**src/shared/pmic_mon_map.svh**
```systemverilog
/*
 * Offsets, field positions, reset values and timing counts of the fault monitor.
 * Assumes a 50 MHz register clock and 32-bit AXI4-Lite words at aligned byte offsets.
 */
`ifndef PMIC_MON_MAP_SVH
`define PMIC_MON_MAP_SVH

// Clock rate and filter times
`define CLK_MHZ        50
`define EN_SYNC_US     3
`define UVLO_RISE_US   3
`define OVP_RISE_US    1
`define OVP_FALL_US    20
`define THERM_US       20
`define PG_US          6
`define OVL_US         1000
`define EN_SYNC_CYC    (`EN_SYNC_US * `CLK_MHZ)
`define UVLO_RISE_CYC  (`UVLO_RISE_US * `CLK_MHZ)
`define OVP_RISE_CYC   (`OVP_RISE_US * `CLK_MHZ)
`define OVP_FALL_CYC   (`OVP_FALL_US * `CLK_MHZ)
`define THERM_CYC      (`THERM_US * `CLK_MHZ)
`define PG_CYC         (`PG_US * `CLK_MHZ)
`define OVL_CYC        (`OVL_US * `CLK_MHZ)
`define FALL_NOW_CYC   1

// Register byte offsets
`define OFS_CTRL       8'h00
`define OFS_GPO        8'h04
`define OFS_FLAGS      8'h08
`define OFS_MASK       8'h0c
`define OFS_STATUS     8'h10

// Control and output register fields
`define CTRL_EN_LSB    0
`define CTRL_PIN_LSB   4
`define CTRL_RDIS_LSB  8
`define CTRL_TWSEL     12
`define CTRL_PSEL      13
`define CTRL_SWRST     16
`define CTRL_WMASK     32'h0000_3fff
`define CTRL_OTP       32'h0000_0f00
`define GPO_OD_LSB     0
`define GPO_LVL_LSB    2
`define GPO_SEQ_LSB    4
`define GPO_OTP        6'h00

// Flag, mask and status fields
`define FLG_TWARN      0
`define FLG_TSD        1
`define FLG_OVP        2
`define FLG_RST        3
`define FLG_SHORT_LSB  4
`define FLG_SUM_LSB    8
`define MASK_OTP       12'h000
`define ST_TWARN       0
`define ST_TSD         1
`define ST_OVP         2
`define ST_SUP         3
`define ST_RUN_LSB     4
`define ST_MODE_LSB    8
`define ST_PG          10

// Bus answers
`define RESP_OKAY      2'h0
`define RESP_SLVERR    2'h2

`endif

```
**src/shared/pmic_mon_pkg.sv**
```systemverilog
/*
 * Types shared by the fault monitor and its testbench.
 * Assumes the constants of pmic_mon_map.svh are included where needed.
 */
package pmic_mon_pkg;

  // Device modes, Gray coded along shutdown, load, standby, active
  typedef enum logic [1:0] {
    MODE_SHUTDOWN = 2'h0,
    MODE_OTP      = 2'h1,
    MODE_STANDBY  = 2'h3,
    MODE_ACTIVE   = 2'h2
  } mode_type;

  // Raw comparator and pin levels, all asynchronous to aclk
  typedef struct packed {
    logic       en;
    logic       supply_ok;
    logic       ovp;
    logic       tsd;
    logic [1:0] twarn;
    logic       pg;
  } raw_in_type;

  // One output pin driver
  typedef struct packed {
    logic o;
    logic oe;
  } pin_type;

endpackage

```
**src/hdl/level_debounce.sv**
```systemverilog
/*
 * Two-flop synchroniser followed by a counting debounce filter.
 * Assumes raw is asynchronous; each edge must hold its own count of cycles.
 */
module level_debounce #(
  parameter int RISE_CNT = 1,
  parameter int FALL_CNT = 1
) (
  // Clock and reset
  input  wire logic aclk,
  input  wire logic aresetn,
  // Levels
  input  wire logic raw,
  output logic      live
);

  logic        sync1_reg;
  logic        sync2_reg;
  logic        live_reg;
  logic [15:0] cnt_reg;
  logic [15:0] lim;

  // Synchroniser; first flop feeds only the second
  always_ff @(posedge aclk) begin
    if (!aresetn) begin
      sync1_reg <= 1'b0;
      sync2_reg <= 1'b0;
    end else begin
      sync1_reg <= raw;
      sync2_reg <= sync1_reg;
    end
  end

  assign lim = sync2_reg ? 16'(RISE_CNT - 1) : 16'(FALL_CNT - 1);

  // Window restarts on any bounce, so accuracy is one clock period
  always_ff @(posedge aclk) begin
    if (!aresetn) begin
      cnt_reg  <= 16'h0000;
      live_reg <= 1'b0;
    end else if (sync2_reg == live_reg) begin
      cnt_reg <= 16'h0000;
    end else if (cnt_reg >= lim) begin
      cnt_reg  <= 16'h0000;
      live_reg <= sync2_reg;
    end else begin
      cnt_reg <= cnt_reg + 16'h0001;
    end
  end

  assign live = live_reg;

endmodule

```
**src/hdl/pmic_fault_protection_monitor.sv**
```systemverilog
/*
 * Fault and protection supervisor of a power-management device with two
 * switching (0,1) and two linear (2,3) regulators, with AXI4-Lite registers.
 * Assumes analog comparators and pins arrive asynchronously and are filtered here.
 */
// Behaviour
// - Rising temperature over selected warning threshold sets warning flag, pulls interrupt low.
// - Warning has live status; write 1 clears flag; mask 1 silences it.
// - Regulator shut off by fault: switches off, discharge only if its bit set.
// - Output still low 1 ms after enable means short; regulator disabled.
// - Output low continuously 1 ms in operation means overload; regulator disabled.
// - Short or overload sets short and summary flags, clears running, interrupts.
// - Write 1 clears short flag; regulator retries if still enabled.
// - Overvoltage: all off at once, discharge, outputs low, flag, interrupt.
// - Overvoltage flag clear ignored while condition persists; live status readable.
// - No regulator enable while overvoltage present or its flag pending.
// - Thermal shutdown: all off, flag, interrupt, standby; clear and enable blocked.
// - Supply below lockout: all off, discharge, shutdown; above it, up to standby.
// - Reset flag set on leaving shutdown or software reset; host writes 1 to clear.
// - Second general output shares its pin with external clock input by select bit.
// - Per output drive-type bit picks push-pull or open-drain; level bit sets level.
// - Sequence-control bit makes output follow the enable pin sequence.
// - Inputs debounced by sampling and counting, one clock of accuracy.
// - Enable pin passes both edges after 3 us synchronisation only.
// - Falling supply acts at once; rising supply takes 3 us synchronisation.
// - Overvoltage must hold 1 us to assert, its removal 20 us to clear.
// - Power-good output and source filtered 6 us on both edges.
// - Load defaults with regulators off, then full access in standby and active.
`include "pmic_mon_map.svh"

module pmic_fault_protection_monitor #(
  parameter int OVL_CYCLES = `OVL_CYC
) (
  // Clock and reset
  input  wire logic                   aclk,
  input  wire logic                   aresetn,
  // AXI4-Lite write
  input  wire logic [7:0]             awaddr,
  input  wire logic                   awvalid,
  output logic                        awready,
  input  wire logic [31:0]            wdata,
  input  wire logic [3:0]             wstrb,
  input  wire logic                   wvalid,
  output logic                        wready,
  output logic [1:0]                  bresp,
  output logic                        bvalid,
  input  wire logic                   bready,
  // AXI4-Lite read
  input  wire logic [7:0]             araddr,
  input  wire logic                   arvalid,
  output logic                        arready,
  output logic [31:0]                 rdata,
  output logic [1:0]                  rresp,
  output logic                        rvalid,
  input  wire logic                   rready,
  // Asynchronous monitors and pins
  input  wire pmic_mon_pkg::raw_in_type mon_in,
  input  wire logic [3:0]             out_low_in,
  input  wire logic                   shared_pin_in,
  // Regulator power stage
  output logic [3:0]                  reg_on,
  output logic [3:0]                  discharge_on,
  // Device pins and mode
  output pmic_mon_pkg::pin_type       general_output_a,
  output pmic_mon_pkg::pin_type       general_output_b,
  output logic                        ext_sync_clk_sampled,
  output logic                        irq_out_n,
  output logic                        power_good_out,
  output pmic_mon_pkg::mode_type      mode_out
);
  import pmic_mon_pkg::*;

  logic        en_live, supply_live, overvoltage_live, thermal_shutdown_live, pg_live;
  logic [1:0]  twarn_lvl;
  logic        thermal_warning_live, twarn_d_reg;
  logic [31:0] ctrl_reg;
  logic [5:0]  gpo_reg;
  logic [11:0] flag_reg, mask_reg, flag_set, flag_clr;
  mode_type    mode_reg, mode_next;
  logic [3:0]  run_reg, run_next, fault, disch_reg;
  logic        allow, swrst, acc_ok, sh_s1_reg, sh_s2_reg;
  logic        awready_reg, wready_reg, bvalid_reg, arready_reg, rvalid_reg;
  logic [1:0]  bresp_reg, rresp_reg;
  logic [31:0] rdata_reg, wbits;
  logic        wr_go, rd_go, wr_hit, rd_hit, irq_reg, pg_reg, sclk_reg;
  pin_type     gpa_reg, gpb_reg;

  level_debounce #(.RISE_CNT(`EN_SYNC_CYC), .FALL_CNT(`EN_SYNC_CYC)) u_en (
    .aclk(aclk), .aresetn(aresetn), .raw(mon_in.en), .live(en_live));
  level_debounce #(.RISE_CNT(`UVLO_RISE_CYC), .FALL_CNT(`FALL_NOW_CYC)) u_sup (
    .aclk(aclk), .aresetn(aresetn), .raw(mon_in.supply_ok), .live(supply_live));
  level_debounce #(.RISE_CNT(`OVP_RISE_CYC), .FALL_CNT(`OVP_FALL_CYC)) u_ovp (
    .aclk(aclk), .aresetn(aresetn), .raw(mon_in.ovp), .live(overvoltage_live));
  level_debounce #(.RISE_CNT(`THERM_CYC), .FALL_CNT(`THERM_CYC)) u_tsd (
    .aclk(aclk), .aresetn(aresetn), .raw(mon_in.tsd), .live(thermal_shutdown_live));
  level_debounce #(.RISE_CNT(`PG_CYC), .FALL_CNT(`PG_CYC)) u_pg (
    .aclk(aclk), .aresetn(aresetn), .raw(mon_in.pg), .live(pg_live));

  // Both warning thresholds are filtered so a select change takes effect at once
  for (genvar g = 0; g < 2; g++) begin : g_tw
    level_debounce #(.RISE_CNT(`THERM_CYC), .FALL_CNT(`THERM_CYC)) u_tw (
      .aclk(aclk), .aresetn(aresetn), .raw(mon_in.twarn[g]), .live(twarn_lvl[g]));
  end

  assign thermal_warning_live = ctrl_reg[`CTRL_TWSEL] ? twarn_lvl[1] : twarn_lvl[0];

  // Bus handshakes; address and data are taken together
  assign wr_go  = awvalid & wvalid & awready_reg & wready_reg;
  assign rd_go  = arvalid & arready_reg;
  assign wr_hit = (awaddr == `OFS_CTRL) | (awaddr == `OFS_GPO) | (awaddr == `OFS_FLAGS)
                | (awaddr == `OFS_MASK) | (awaddr == `OFS_STATUS);
  assign rd_hit = (araddr == `OFS_CTRL) | (araddr == `OFS_GPO) | (araddr == `OFS_FLAGS)
                | (araddr == `OFS_MASK) | (araddr == `OFS_STATUS);
  // write access only in standby and active; reads are answered in every mode
  assign acc_ok = (mode_reg == MODE_STANDBY) | (mode_reg == MODE_ACTIVE);
  assign wbits  = {{8{wstrb[3]}}, {8{wstrb[2]}}, {8{wstrb[1]}}, {8{wstrb[0]}}} & wdata;
  assign swrst  = wr_go & acc_ok & (awaddr == `OFS_CTRL) & wbits[`CTRL_SWRST];

  // Write address and data ready, one cycle per accepted pair
  always_ff @(posedge aclk) begin
    if (!aresetn) begin
      awready_reg <= 1'b0;
      wready_reg  <= 1'b0;
    end else begin
      awready_reg <= awvalid & wvalid & ~awready_reg & ~bvalid_reg;
      wready_reg  <= awvalid & wvalid & ~wready_reg & ~bvalid_reg;
    end
  end

  // Write response; unmapped offsets answer SLVERR
  always_ff @(posedge aclk) begin
    if (!aresetn) begin
      bvalid_reg <= 1'b0;
      bresp_reg  <= `RESP_OKAY;
    end else if (wr_go) begin
      bvalid_reg <= 1'b1;
      bresp_reg  <= wr_hit ? `RESP_OKAY : `RESP_SLVERR;
    end else if (bready) begin
      bvalid_reg <= 1'b0;
    end
  end

  // Read channel; status is sampled at the address handshake
  always_ff @(posedge aclk) begin
    if (!aresetn) begin
      arready_reg <= 1'b0;
      rvalid_reg  <= 1'b0;
      rresp_reg   <= `RESP_OKAY;
      rdata_reg   <= 32'h0000_0000;
    end else begin
      arready_reg <= arvalid & ~arready_reg & ~rvalid_reg;
      if (rd_go) begin
        rvalid_reg <= 1'b1;
        rresp_reg  <= rd_hit ? `RESP_OKAY : `RESP_SLVERR;
        case (araddr)
          `OFS_CTRL:   rdata_reg <= ctrl_reg;
          `OFS_GPO:    rdata_reg <= {26'h0, gpo_reg};
          `OFS_FLAGS:  rdata_reg <= {20'h0, flag_reg};
          `OFS_MASK:   rdata_reg <= {20'h0, mask_reg};
          `OFS_STATUS: rdata_reg <= {21'h0, pg_reg, mode_reg, run_reg, supply_live,
                                     overvoltage_live, thermal_shutdown_live, thermal_warning_live};
          default:     rdata_reg <= 32'h0000_0000;
        endcase
      end else if (rready) begin
        rvalid_reg <= 1'b0;
      end
    end
  end

  // defaults reload in the load state
  always_ff @(posedge aclk) begin
    if (!aresetn || mode_reg == MODE_OTP) begin
      ctrl_reg <= `CTRL_OTP;
      gpo_reg  <= `GPO_OTP;
      mask_reg <= `MASK_OTP;
    end else if (wr_go && acc_ok) begin
      if (awaddr == `OFS_CTRL) ctrl_reg <= (ctrl_reg & ~`CTRL_WMASK) | (wbits & `CTRL_WMASK);
      if (awaddr == `OFS_GPO) gpo_reg <= wbits[5:0] | (gpo_reg & ~{6{wstrb[0]}});
      if (awaddr == `OFS_MASK) mask_reg <= wbits[11:0] | (mask_reg & ~{{4{wstrb[1]}}, {8{wstrb[0]}}});
    end
  end

  always_comb begin
    case (mode_reg)
      MODE_SHUTDOWN: mode_next = supply_live ? MODE_OTP : MODE_SHUTDOWN;
      MODE_OTP:      mode_next = MODE_STANDBY;
      MODE_STANDBY:  mode_next = (|run_reg) ? MODE_ACTIVE : MODE_STANDBY;
      MODE_ACTIVE:   mode_next = (|run_reg) ? MODE_ACTIVE : MODE_STANDBY;
      default:       mode_next = MODE_SHUTDOWN;
    endcase
    if (!supply_live || swrst) mode_next = MODE_SHUTDOWN;
  end

  always_ff @(posedge aclk) begin
    if (!aresetn) mode_reg <= MODE_SHUTDOWN;
    else mode_reg <= mode_next;
  end

  assign allow = acc_ok & ~swrst & supply_live & ~overvoltage_live & ~flag_reg[`FLG_OVP]
               & ~thermal_shutdown_live & ~flag_reg[`FLG_TSD];

  // Per regulator enable and short timer
  for (genvar i = 0; i < 4; i++) begin : g_reg
    logic        low_s1_reg, low_s2_reg, want;
    logic [15:0] ovl_cnt_reg;

    always_ff @(posedge aclk) begin
      if (!aresetn) begin
        low_s1_reg <= 1'b0;
        low_s2_reg <= 1'b0;
      end else begin
        low_s1_reg <= out_low_in[i];
        low_s2_reg <= low_s1_reg;
      end
    end

    // low for 1 ms without a break while running, after enable or in operation
    always_ff @(posedge aclk) begin
      if (!aresetn || !run_reg[i] || !low_s2_reg) ovl_cnt_reg <= 16'h0000;
      else ovl_cnt_reg <= ovl_cnt_reg + 16'h0001;
    end
    assign fault[i] = run_reg[i] & low_s2_reg & (ovl_cnt_reg == 16'(OVL_CYCLES - 1));

    assign want = ctrl_reg[`CTRL_EN_LSB + i] & (~ctrl_reg[`CTRL_PIN_LSB + i] | en_live);
    assign run_next[i] = want & allow & ~flag_reg[`FLG_SHORT_LSB + i] & ~fault[i];
  end

  always_ff @(posedge aclk) begin
    if (!aresetn) run_reg <= 4'h0;
    else run_reg <= run_next;
  end

  // discharge only if enabled; one process owns the whole vector
  always_ff @(posedge aclk) begin
    if (!aresetn) disch_reg <= 4'h0;
    else disch_reg <= ~run_next & ctrl_reg[`CTRL_RDIS_LSB +: 4];
  end

  // Flag sources; hardware set wins over a same-cycle clear
  always_comb begin
    flag_set = 12'h000;
    flag_set[`FLG_TWARN] = thermal_warning_live & ~twarn_d_reg;
    flag_set[`FLG_TSD] = thermal_shutdown_live;
    flag_set[`FLG_OVP] = overvoltage_live;
    flag_set[`FLG_RST] = (mode_reg == MODE_OTP);
    flag_set[`FLG_SHORT_LSB +: 4] = fault;
    flag_set[`FLG_SUM_LSB +: 4] = fault;
    flag_clr = 12'h000;
    if (wr_go && acc_ok && awaddr == `OFS_FLAGS) flag_clr = wbits[11:0];
    if (overvoltage_live) flag_clr[`FLG_OVP] = 1'b0;
    if (thermal_shutdown_live) flag_clr[`FLG_TSD] = 1'b0;
  end

  always_ff @(posedge aclk) begin
    if (!aresetn || mode_reg == MODE_SHUTDOWN) flag_reg <= 12'h000;
    else flag_reg <= (flag_reg & ~flag_clr) | flag_set;
  end

  always_ff @(posedge aclk) begin
    if (!aresetn) twarn_d_reg <= 1'b0;
    else twarn_d_reg <= thermal_warning_live;
  end

  always_ff @(posedge aclk) begin
    if (!aresetn) irq_reg <= 1'b1;
    else irq_reg <= ~|(flag_reg & ~mask_reg);
  end

  // power-good gated by pending supply and thermal faults
  always_ff @(posedge aclk) begin
    if (!aresetn) pg_reg <= 1'b0;
    else pg_reg <= pg_live & ~flag_reg[`FLG_OVP] & ~flag_reg[`FLG_TSD] & acc_ok;
  end

  function automatic pin_type drive(input logic od, input logic lvl);
    drive.o  = od ? 1'b0 : lvl;
    drive.oe = od ? ~lvl : 1'b1;
  endfunction

  always_ff @(posedge aclk) begin
    if (!aresetn) begin
      gpa_reg <= '{o: 1'b0, oe: 1'b0};
      gpb_reg <= '{o: 1'b0, oe: 1'b0};
    end else begin
      gpa_reg <= drive(gpo_reg[`GPO_OD_LSB], gpo_reg[`GPO_LVL_LSB] & acc_ok & ~overvoltage_live
                       & (~gpo_reg[`GPO_SEQ_LSB] | en_live));
      // shared pin released in clock mode
      if (ctrl_reg[`CTRL_PSEL]) gpb_reg <= '{o: 1'b0, oe: 1'b0};
      else gpb_reg <= drive(gpo_reg[`GPO_OD_LSB + 1], gpo_reg[`GPO_LVL_LSB + 1] & acc_ok
                            & ~overvoltage_live & (~gpo_reg[`GPO_SEQ_LSB + 1] | en_live));
    end
  end

  // sampled clock input; only slow clocks survive sampling at 50 MHz
  always_ff @(posedge aclk) begin
    if (!aresetn) begin
      sh_s1_reg <= 1'b0;
      sh_s2_reg <= 1'b0;
      sclk_reg  <= 1'b0;
    end else begin
      sh_s1_reg <= shared_pin_in;
      sh_s2_reg <= sh_s1_reg;
      sclk_reg  <= sh_s2_reg & ctrl_reg[`CTRL_PSEL];
    end
  end

  // Port drive, all from flops
  assign awready = awready_reg;
  assign wready = wready_reg;
  assign bvalid = bvalid_reg;
  assign bresp = bresp_reg;
  assign arready = arready_reg;
  assign rvalid = rvalid_reg;
  assign rresp = rresp_reg;
  assign rdata = rdata_reg;
  assign reg_on = run_reg;
  assign discharge_on = disch_reg;
  assign general_output_a = gpa_reg;
  assign general_output_b = gpb_reg;
  assign ext_sync_clk_sampled = sclk_reg;
  assign irq_out_n = irq_reg;
  assign power_good_out = pg_reg;
  assign mode_out = mode_reg;
endmodule

```
**config.mk**
```make
export PLATFORM = sky130hd
export DESIGN_NAME = pmic_fault_protection_monitor
export DESIGN_NICKNAME = d
export VERILOG_FILES = /design/src/shared/pmic_mon_pkg.sv /design/src/hdl/level_debounce.sv /design/src/hdl/pmic_fault_protection_monitor.sv
export VERILOG_INCLUDE_DIRS = /design/src /design/src/shared
export SDC_FILE = /design/constraint.sdc
export NUM_CORES = 1
export LEC_CHECK = 0
export ABC_AREA = 1
export ABC_CLOCK_PERIOD_IN_PS = 2600
export BUFFER_PORTS_ARGS = -buffer_cell sky130_fd_sc_hd__buf_4
export CORE_MARGIN = 5
export CORE_UTILIZATION = 40
export CTS_CLUSTER_SIZE = 10
export DETAILED_ROUTE_END_ITERATION = 12
export SYNTH_ARGS = -nofsm -noshare
export SYNTH_HDL_FRONTEND = slang
export SYNTH_SLANG_ARGS = --single-unit
```
**constraint.sdc**
```tcl
create_clock -name aclk -period 2.6 [get_ports aclk]
set_clock_uncertainty 0.2 [all_clocks]
set_input_delay 0.26 -clock aclk [delete_from_list [all_inputs] [get_ports aclk]]
set_output_delay 0.26 -clock aclk [all_outputs]
set_load 0.05 [all_outputs]
```
==> results of run 1 <==
logic make-up (layout without fill, tap and decap cells):
| kind of cell | Yosys count | count (layout) | share of synthesized area, % |
|---|---|---|---|
| flip-flops | 291 | 291 | 48.8 |
| adder cells (fa/ha/maj) | 24 | 24 | 2.52 |
| XOR/XNOR | 39 | 39 | 2.86 |
| buffers and inverters | 252 | 424 | 8.82 |
| AO/OA/AOI/OAI | 213 | 213 | 9.44 |
| other | 1 | 47 | 0.0314 |
| AND/OR/NAND/NOR | 771 | 771 | 27.5 |
final cells by class:
class                   count  area [µm²]
fillers                  2929       14800
well taps                 390         488
clock buffers              48        1020
inverters                 205         769
clock inverters             3        22.5
flip-flops and latches    291        5830
multi-input cells        1094        5230
repair buffers            168        1380
synth_stat cells, drive strengths merged, types with 11 or more instances:
master and number:
nand2 305, dfxtp 291, nor2 236, inv 203, a21oi 118, nand3 116, o21ai 67, nor3 60
nand4 32, buf 31, xor2 28, ha 24, clkbuf 16, xnor2 11
power groups by stage:
stage / sequential (µW) / combinational, µW / clock (µW)
2_1_floorplan: 4700 / 134 / 0
3_3_place_gp: 4660 / 331 / 0
3_5_place_dp: 4660 / 334 / 0
4_1_cts: 4570 / 379 / 4590
5_1_grt: 4570 / 416 / 4780
6_report: 4570 / 379 / 4470
routing by layer:
metal  track usage, %  wire, µm
met4             5.10       703
met5                0         0
met3             2.82      1680
met2             29.1     13700
met1             21.9     13000
through the flow:
stage / hold WS, ns / area [µm²]
6_report: 0.0293 / 14700
3_3_place_gp: 0.196 / 13300
2_1_floorplan: 0.158 / 12100
4_1_cts: 0.00437 / 14700
5_1_grt: 0.0515 / 14700
3_5_place_dp: 0.198 / 13300
tightest hold or removal path: stages:
cell	delay, ns
buf_4	0.11
nand4_1	0.17
nand2_1	0.07
nor2_1	0.09
worst min-delay path by stage:
stage / endpoint / cells after the start / from
2_1_floorplan: g_reg[0].low_s1_reg$_SDFF_PN0_ / 2 / out_low_in[0]
3_3_place_gp: g_reg[1].low_s2_reg$_SDFF_PN0_ / 2 / g_reg[1].low_s1_reg$_SDFF_PN0_
3_5_place_dp: g_reg[1].low_s2_reg$_SDFF_PN0_ / 2 / g_reg[1].low_s1_reg$_SDFF_PN0_
4_1_cts: mode_out[1]$_SDFF_PP0_ / 4 / wstrb[2]
5_1_grt: mode_out[0]$_SDFFE_PP0P_ / 4 / wstrb[2]
6_report: mode_out[1]$_SDFF_PP0_ / 4 / wstrb[2]
==> flow_metrics.py, run 1 <==
metrics = {
    "synth": {
        "synth-edff-count": 0,
        "synth-seq-cells": 291,
        "seq_area_frac_synth_pct": 48.8,
        "synth.distinct_cells": 39,
        "synth-main-ff-cell": "dfxtp_1",
        "yosysTopAreaCellShare_pct": 48.8,
        "synthArstFlopShare_pct": 0,
        "yosys.area.top_type": "dfxtp_1",
        "yosys_warnings": 0,
        "syn_avg_cell_area_um2": 7.50,
        "syn-cell-area_um2": 11900,
        "syn_inst": 1591,
        "ys_top_cells_by_area": "dfxtp_1 (49%), nand2_1 (9.5%), nor2_1 (7.4%)",
    },
    "grt": {
        "antenna_found_initial": 0,
        "grt_pass1_wl_um": 46800,
        "track_usage_pct": 16.9,
        "overflow": 0,
        "grt_max_degree": 58,
        "grt_pass1_vias": 9800,
    },
    "die": {
        "die_height_um": 183,
        "die_w_um": 183,
        "ios": 129,
        "start_util_pct": 40.4,
        "core-area_um2": 29600,
        "fp-row-count": 63,
        "die_area_um2": 33400,
    },
    "cts": {
        "numClockSinks": 291,
        "cts_hold_buffers": 43,
        "cts.htree.levels": 2,
        "root_buffer": "clkbuf_16",
        "cts_resized": 0,
        "cts_tree": "built",
        "cts_made_buffers": 36,
        "post_cts_buffers": 0,
        "clk_path_buf_depth": 3,
        "clkTransAtPathRegs_ns": 0.05,
        "clk_latency_ns": 0.51,
    },
    "placed_design": {
        "dp_cells": 2105,
        "pre_cts_ws_ns": 0.345,
        "hpwlAfterDp_um": 20900,
        "routabilityCongestion": 0.866,
        "port_buffers": 108,
    },
    "sta": {
        "fmax_mhz": 422,
        "tightest_slew_ns": 0.705,
        "rsz0062_at_grt": "false",
        "slew_violations": 0,
        "finalSetupViolations": 0,
        "period_needed_ns": 2.37,
        "hold_viol_final": 0,
        "max-slew-margin-rel_pct": 52.8,
        "timing.final.crit_share_pct": 91.0,
        "layout_setup_ws_ns": 0.233,
        "fin_setup_tns_ns": 0,
    },
    "pwr": {
        "internal_power_uw": 7390,
        "pwr-share-clk_pct": 47.5,
        "ir_drop_mv": 0.457,
        "p_leak_uw": 0.00603,
        "power.switching_uw": 2030,
        "power.density_nw_per_um2": 639,
        "swShare_pct": 21.5,
        "p_comb_share_pct": 4.0,
        "p_total_uw": 9420,
        "sequentialPowerShare_pct": 48.5,
    },
    "drt": {
        "drtIter0Drc": 619,
        "drt-wirelength-per-cell_um": 13.2,
        "drc": 0,
        "drt_pre_antenna_iters": 5,
        "wirelength_um": 29100,
        "detail-route-antenna-nets": 0,
        "vias_per_cell": 4.74,
        "vias": 10400,
    },
    "cells_and_area": {
        "area_growth_pct": 23.4,
        "layout_common_cells": "nand2_1 (303), dfxtp_1 (291), nor2_1 (234)",
        "largest_reg_flops": 64,
        "antenna_cells": 0,
        "fin_cells": 2199,
        "finalNetCount": 1891,
        "drive_gt1_share_pct": 10.2,
        "post-route-util_pct": 49.9,
        "layout_commonest_cell": "nand2_1",
    },
    "worst_setup_path": {
        "cp-startpoint": "awaddr[4]",
        "cp.buffers_inverters": 4,
        "critPathCapture": "ctrl_reg[13]$_SDFFE_PP0P_",
        "cp_max_fo": 11,
        "ff2ff_setup_slack_ns": 0.29,
        "crit_type": "in2reg",
        "timing.rr.start": "mode_out[1]$_SDFF_PP0_",
        "cp.arrival_ns": 2.60,
        "end_kind": "register",
        "crit_chain": "dlygate4sd3_1, buf_4, nor2_1, nand3_1, nor2_1, nand2_2, inv_2, nand3_1, dlygate4sd3_1, a21oi_1",
        "critPathMaxStageDelay_ns": 0.57,
        "ff2ff_path_depth": 7,
        "reg2reg_to": "ctrl_reg[13]$_SDFFE_PP0P_",
        "start_kind": "input port",
        "critPathTopFamily": "buffers and inverters",
        "cp.required_ns": 2.84,
        "cp_slowest_cell": "dlygate4sd3_1",
        "cp_num_cells": 10,
    },
    "min_path": {
        "min_path_type": "in2reg",
    },
    "flow_run": {
        "cap_violations": 0,
    },
    "run_status": {
        "status": "complete, no violations",
    },
}
Note: power is estimated with default switching activity, not from simulation.
==> run 2: changes to the inputs <==
- CTS_CLUSTER_SIZE: 10 -> unset
- PLACE_DENSITY: unset -> 0.61
==> run 2 against run 1 <==
Register-to-register slack worse by 0.02 ns. Clock power is 8.3% higher. First-iteration DRC count is 2.1% higher. Final area is 0.59% higher. Setup slack worse by 0.027 ns. Sequential share of layout area is 0.23 points lower. Die area stayed put. Flip-flop and latch count stayed put.
==> flow_metrics.py, run 2 (synthesis gave the netlist of run 1 again) <==
metrics = {
    "sta": {
        "max-slew-margin-rel_pct": 55.4,
        "layout_setup_ws_ns": 0.206,
        "slew_violations": 0,
        "finalSetupViolations": 0,
        "timing.final.crit_share_pct": 92.1,
        "fin_setup_tns_ns": 0,
        "tightest_slew_ns": 0.669,
        "hold_viol_final": 0,
        "period_needed_ns": 2.39,
        "fmax_mhz": 418,
        "rsz0062_at_grt": "false",
    },
    "flow_run": {
        "cap_violations": 0,
    },
    "worst_setup_path": {
        "start_kind": "input port",
        "cp_max_fo": 11,
        "crit_type": "in2reg",
        "timing.rr.start": "wready$_SDFF_PN0_",
        "cp.buffers_inverters": 4,
        "crit_chain": "dlygate4sd3_1, buf_4, nand2_1, nor3_4, nand2_2, inv_2, nand3_1, dlygate4sd3_1, a21oi_1",
        "critPathMaxStageDelay_ns": 0.57,
        "end_kind": "register",
        "ff2ff_setup_slack_ns": 0.27,
        "cp.required_ns": 2.84,
        "cp.arrival_ns": 2.64,
        "critPathTopFamily": "buffers and inverters",
        "cpMostUsedCell": "dlygate4sd3_1",
        "ff2ff_path_depth": 7,
        "reg2reg_to": "ctrl_reg[12]$_SDFFE_PP0P_",
        "cp_slowest_cell": "dlygate4sd3_1",
    },
    "die": {
        "fp-row-count": 63,
        "die_w_um": 183,
        "core-area_um2": 29600,
        "ios": 129,
        "start_util_pct": 40.4,
        "die_height_um": 183,
        "die_area_um2": 33400,
    },
    "placed_design": {
        "dpl_cell_area_um2": 13300,
        "routabilityCongestion": 0.870,
        "hpwlAfterDp_um": 21000,
        "port_buffers": 108,
        "pre_cts_ws_ns": 0.383,
    },
    "cts": {
        "cts.htree.levels": 2,
        "clk_latency_ns": 0.51,
        "clk_path_buf_depth": 3,
        "post_cts_buffers": 0,
        "root_buffer": "clkbuf_16",
        "cts_made_buffers": 34,
        "clkTransAtPathRegs_ns": 0.06,
        "numClockSinks": 291,
        "cts_tree": "built",
    },
    "drt": {
        "vias": 10400,
        "detail-route-antenna-nets": 0,
        "drt-wirelength-per-cell_um": 13.0,
        "drt_pre_antenna_iters": 5,
        "vias_per_cell": 4.71,
        "drtIter0Drc": 632,
        "drc": 0,
        "wirelength_um": 28600,
    },
    "pwr": {
        "swShare_pct": 21.1,
        "power.switching_uw": 2060,
        "p_total_uw": 9780,
        "p_leak_uw": 0.00607,
        "p_comb_share_pct": 3.9,
        "sequentialPowerShare_pct": 46.7,
        "pwr-share-clk_pct": 49.5,
        "power.density_nw_per_um2": 660,
        "ir_drop_mv": 0.423,
        "internal_power_uw": 7710,
    },
    "cells_and_area": {
        "layout_common_cells": "nand2_1 (303), dfxtp_1 (291), nor2_1 (234)",
        "drive_gt1_share_pct": 10.4,
        "layout_commonest_cell": "nand2_1",
        "largest_reg_flops": 64,
        "finalNetCount": 1884,
        "antenna_cells": 0,
        "area_growth_pct": 24.2,
        "fin_area_um2": 14800,
    },
    "min_path": {
        "min_from": "awaddr[0]",
        "whs_path_depth": 5,
        "hold_end": "bresp[1]$_SDFFE_PN0P_",
        "min_path_type": "in2reg",
    },
    "grt": {
        "overflow": 0,
        "grt_max_degree": 58,
        "grt_pass1_vias": 9720,
        "antenna_found_initial": 0,
        "track_usage_pct": 16.8,
        "grt_pass1_wl_um": 46500,
    },
    "run_status": {
        "status": "complete, no violations",
    },
}
run 2: through the flow:
| step | hold WS, ns | instances | util [%] |
|---|---|---|---|
| floorplan | 0.158 | 1637 | - |
| global placement | 0.196 | 2102 | 44.8 |
| detailed placement | 0.198 | 2102 | 44.8 |
| CTS | 0.0108 | 2203 | 50.2 |
| global route | 0.0414 | 2203 | 50.2 |
| finish | 0.0241 | 2203 | 50.2 |
run 2: metal layers:
| metal | vias to the layer above | track usage [%] | part of all wire, % |
|---|---|---|---|
| met2 | 226 | 28.3 | 46 |
| met5 | - | 0 | 0 |
| met1 | 4648 | 21.7 | 46 |
| met4 | 0 | 5.76 | 3.2 |
| li1 | 5455 | - | - |
| met3 | 55 | 3.27 | 5.2 |
run 2: power groups by stage:
stage	Clock, µW	Sequential (µW)	Combinational (µW)
after global placement	0	4660	332
after floorplan	0	4700	134
after detailed placement	0	4660	335
after global routing	5180	4570	416
final	4840	4560	380
after CTS	4970	4560	381
run 2: what timing repair did:
item,4_1_cts,5_1_grt
hold buffers,41,0
endpoints found under the hold margin,56,0
resized for setup,0,0
run 2: area by class of cell:
cell class,count,area (µm²)
clock buffer,49,977
clock inverter,11,180
fill,2957,14700
inverter,205,769
multi-input combinational,1094,5230
sequential,291,5830
tap,390,488
timing repair buffer,163,1350
run 2: worst register-to-register path, stage by stage (launching register included):
cell,delay [ns]
dfxtp_1,0.36
nand2_1,0.12
nor3_4,0.32
nand2_2,0.29
inv_2,0.20
nand3_1,0.09
dlygate4sd3_1,0.57
a21oi_1,0.12
run 2: worst max path at each step:
| stage | from | to | slack (ns) | depth (start not counted) |
|---|---|---|---|---|
| after floorplan | mode_out[1]$_SDFF_PP0_ | flag_reg[3]$_SDFF_PP0_ | 0.63 | 6 |
| after global placement | u_ovp.sync2_reg$_SDFF_PN0_ | u_ovp.cnt_reg[4]$_SDFF_PP0_ | 0.43 | 6 |
| after detailed placement | u_ovp.sync2_reg$_SDFF_PN0_ | u_ovp.cnt_reg[4]$_SDFF_PP0_ | 0.38 | 6 |
| after CTS | awvalid | ctrl_reg[12]$_SDFFE_PP0P_ | 0.29 | 9 |
| after global routing | awaddr[4] | ctrl_reg[12]$_SDFFE_PP0P_ | 0.07 | 10 |
| final | awvalid | ctrl_reg[12]$_SDFFE_PP0P_ | 0.21 | 9 |
==> run 3: changes to the inputs <==
- CTS_CLUSTER_SIZE: unset -> 16
- PLACE_DENSITY: 0.61 -> 0.59
==> run 3 against run 2 <==
Clock power decreased by 6.8%. Critical path depth rose by 1. Hold slack better by 0.022 ns. First-iteration DRC count down 8.2%. Routed wire length increased by 0.34%. Cell count barely moved. Sequential share of layout area grew 0.24 points. Global-route usage hardly changed. Critical endpoint is now gpo_reg[3]$_SDFFE_PP0P_. Largest cell class unchanged.
==> flow_metrics.py, run 3 (synthesis gave the netlist of run 1 again) <==
metrics = {
    "run_status": {
        "status": "complete, no violations",
    },
    "cells_and_area": {
        "layout_commonest_cell": "nand2_1",
        "drive_gt1_share_pct": 10.1,
        "antenna_cells": 0,
        "area_growth_pct": 23.4,
        "largest_reg_flops": 64,
        "finalNetCount": 1885,
        "layout_common_cells": "nand2_1 (303), dfxtp_1 (291), nor2_1 (234)",
        "fill_cells": 2957,
    },
    "min_path": {
        "min_from": "awaddr[3]",
        "min_path_type": "in2reg",
        "hold_end": "gpo_reg[2]$_SDFFE_PP0P_",
        "whs_path_depth": 5,
    },
    "worst_setup_path": {
        "crit_type": "in2reg",
        "cpMostUsedCell": "dlygate4sd3_1",
        "timing.rr.start": "mode_out[1]$_SDFF_PP0_",
        "crit_chain": "dlygate4sd3_1, buf_4, nand2_1, nor3_4, inv_2, nor2_2, nand2_2, o21ai_0, nor2_1, dlygate4sd3_1",
        "start_kind": "input port",
        "cp.arrival_ns": 2.68,
        "ff2ff_setup_slack_ns": 0.18,
        "ff2ff_path_depth": 8,
        "reg2reg_to": "gpo_reg[3]$_SDFFE_PP0P_",
        "critPathMaxStageDelay_ns": 0.55,
        "end_kind": "register",
        "cp_slowest_cell": "dlygate4sd3_1",
        "cp_max_fo": 11,
        "cp.required_ns": 2.83,
    },
    "drt": {
        "drc": 0,
        "wirelength_um": 28700,
        "drtIter0Drc": 580,
        "detail-route-antenna-nets": 0,
        "vias": 10300,
        "drt_pre_antenna_iters": 7,
        "vias_per_cell": 4.70,
        "drt-wirelength-per-cell_um": 13.0,
    },
    "sta": {
        "whs_ns": 0.0456,
        "fmax_mhz": 408,
        "rsz0062_at_grt": "false",
        "fin_setup_tns_ns": 0,
        "timing.final.crit_share_pct": 94.2,
        "finalSetupViolations": 0,
        "tightest_slew_ns": 0.699,
        "max-slew-margin-rel_pct": 53.1,
        "hold_viol_final": 0,
        "period_needed_ns": 2.45,
        "slew_violations": 0,
    },
    "cts": {
        "cts_made_buffers": 31,
        "clk_latency_ns": 0.55,
        "clk_path_buf_depth": 3,
        "cts.htree.levels": 1,
        "cts_hold_buffers": 47,
        "clkTransAtPathRegs_ns": 0.06,
        "cts_tree": "built",
        "cts_resized": 0,
        "numClockSinks": 291,
        "post_cts_buffers": 0,
        "root_buffer": "clkbuf_16",
    },
    "die": {
        "die_area_um2": 33400,
        "fp-row-count": 63,
        "start_util_pct": 40.4,
        "core-area_um2": 29600,
        "die_w_um": 183,
        "die_height_um": 183,
        "ios": 129,
    },
    "placed_design": {
        "routabilityCongestion": 0.869,
        "hpwlAfterDp_um": 21200,
        "port_buffers": 108,
    },
    "pwr": {
        "ir_drop_mv": 0.519,
        "p_total_uw": 9450,
        "p_comb_share_pct": 4.0,
        "sequentialPowerShare_pct": 48.3,
        "pwr-share-clk_pct": 47.8,
        "power.switching_uw": 2010,
        "power.density_nw_per_um2": 642,
        "p_leak_uw": 0.00603,
        "internal_power_uw": 7450,
        "swShare_pct": 21.2,
    },
    "grt": {
        "overflow": 0,
        "grt_max_degree": 34,
        "track_usage_pct": 16.8,
        "grt_pass1_vias": 9681,
        "grt_pass1_wl_um": 47000,
        "grtUsageMet1_pct": 22.4,
        "met2_usage_pct": 29.1,
        "grt.met3_usage_pct": 2.94,
        "top_usage_layer": "met2",
        "antenna_found_initial": 0,
    },
    "flow_run": {
        "cap_violations": 0,
    },
}
run 3: cell count changes in the layout (fill, tap and decap cells not counted), sizes merged:
| cell | previous run | this run |
|---|---|---|
| bufinv | 4 | 5 |
| clkbuf | 49 | 41 |
| dlygate4sd3 | 41 | 47 |
| inv | 206 | 204 |
| buf | 122 | 120 |
| clkinv | 6 | 10 |
run 3: how the worst max path moves through the flow:
stage	start	to	slack [ns]	cells after the start
2_1_floorplan	mode_out[1]$_SDFF_PP0_	flag_reg[3]$_SDFF_PP0_	0.63	6
3_3_place_gp	u_ovp.sync2_reg$_SDFF_PN0_	u_ovp.cnt_reg[6]$_SDFF_PP0_	0.43	6
3_5_place_dp	u_ovp.sync2_reg$_SDFF_PN0_	u_ovp.cnt_reg[6]$_SDFF_PP0_	0.35	6
4_1_cts	mode_out[1]$_SDFF_PP0_	ctrl_reg[13]$_SDFFE_PP0P_	0.20	7
5_1_grt	u_ovp.sync2_reg$_SDFF_PN0_	u_ovp.cnt_reg[1]$_SDFF_PP0_	0.01	6
6_report	awvalid	gpo_reg[3]$_SDFFE_PP0P_	0.15	10
run 3: per-stage QoR:
step / util, % / setup WS [ns] / cells / area, µm²
after floorplan: - / 0.629 / 1637 / 12100
after global placement: 44.7 / 0.429 / 2100 / 13200
after detailed placement: 44.7 / 0.347 / 2100 / 13200
after CTS: 49.8 / 0.203 / 2202 / 14700
after global routing: 49.8 / 0.0103 / 2202 / 14700
final: 49.8 / 0.151 / 2202 / 14700
run 3: critical path: cells and delay by family:
kind | cells | cell delay [ns]
AO/OA/AOI/OAI | 1 | 0.19
buffers and inverters | 4 | 1.24
AND/OR/NAND/NOR | 5 | 0.99
run 3: power groups by stage:
stage	Sequential, µW	Combinational, µW	Clock (µW)
3_3_place_gp	4660	326	0
3_5_place_dp	4660	329	0
2_1_floorplan	4700	134	0
4_1_cts	4560	378	4630
6_report	4560	376	4510
5_1_grt	4570	416	4820
run 3: per-layer routing:
metal	wire length [µm]	vias to the layer above	share of wire, %
li1	-	5450	-
met1	13200	4658	46
met2	13500	205	47
met3	1550	36	5.4
met4	507	0	1.8
met5	0	-	0
run 3: final cells by class:
class / count / area (µm²) / share of cell area [%]
Multi-Input combinational cell: 1094 / 5230 / 35.5
Clock buffer: 41 / 843 / 5.72
Timing Repair Buffer: 167 / 1370 / 9.31
Sequential cell: 291 / 5830 / 39.5
Clock inverter: 14 / 203 / 1.38
Inverter: 205 / 769 / 5.22
Tap cell: 390 / 488 / 3.31
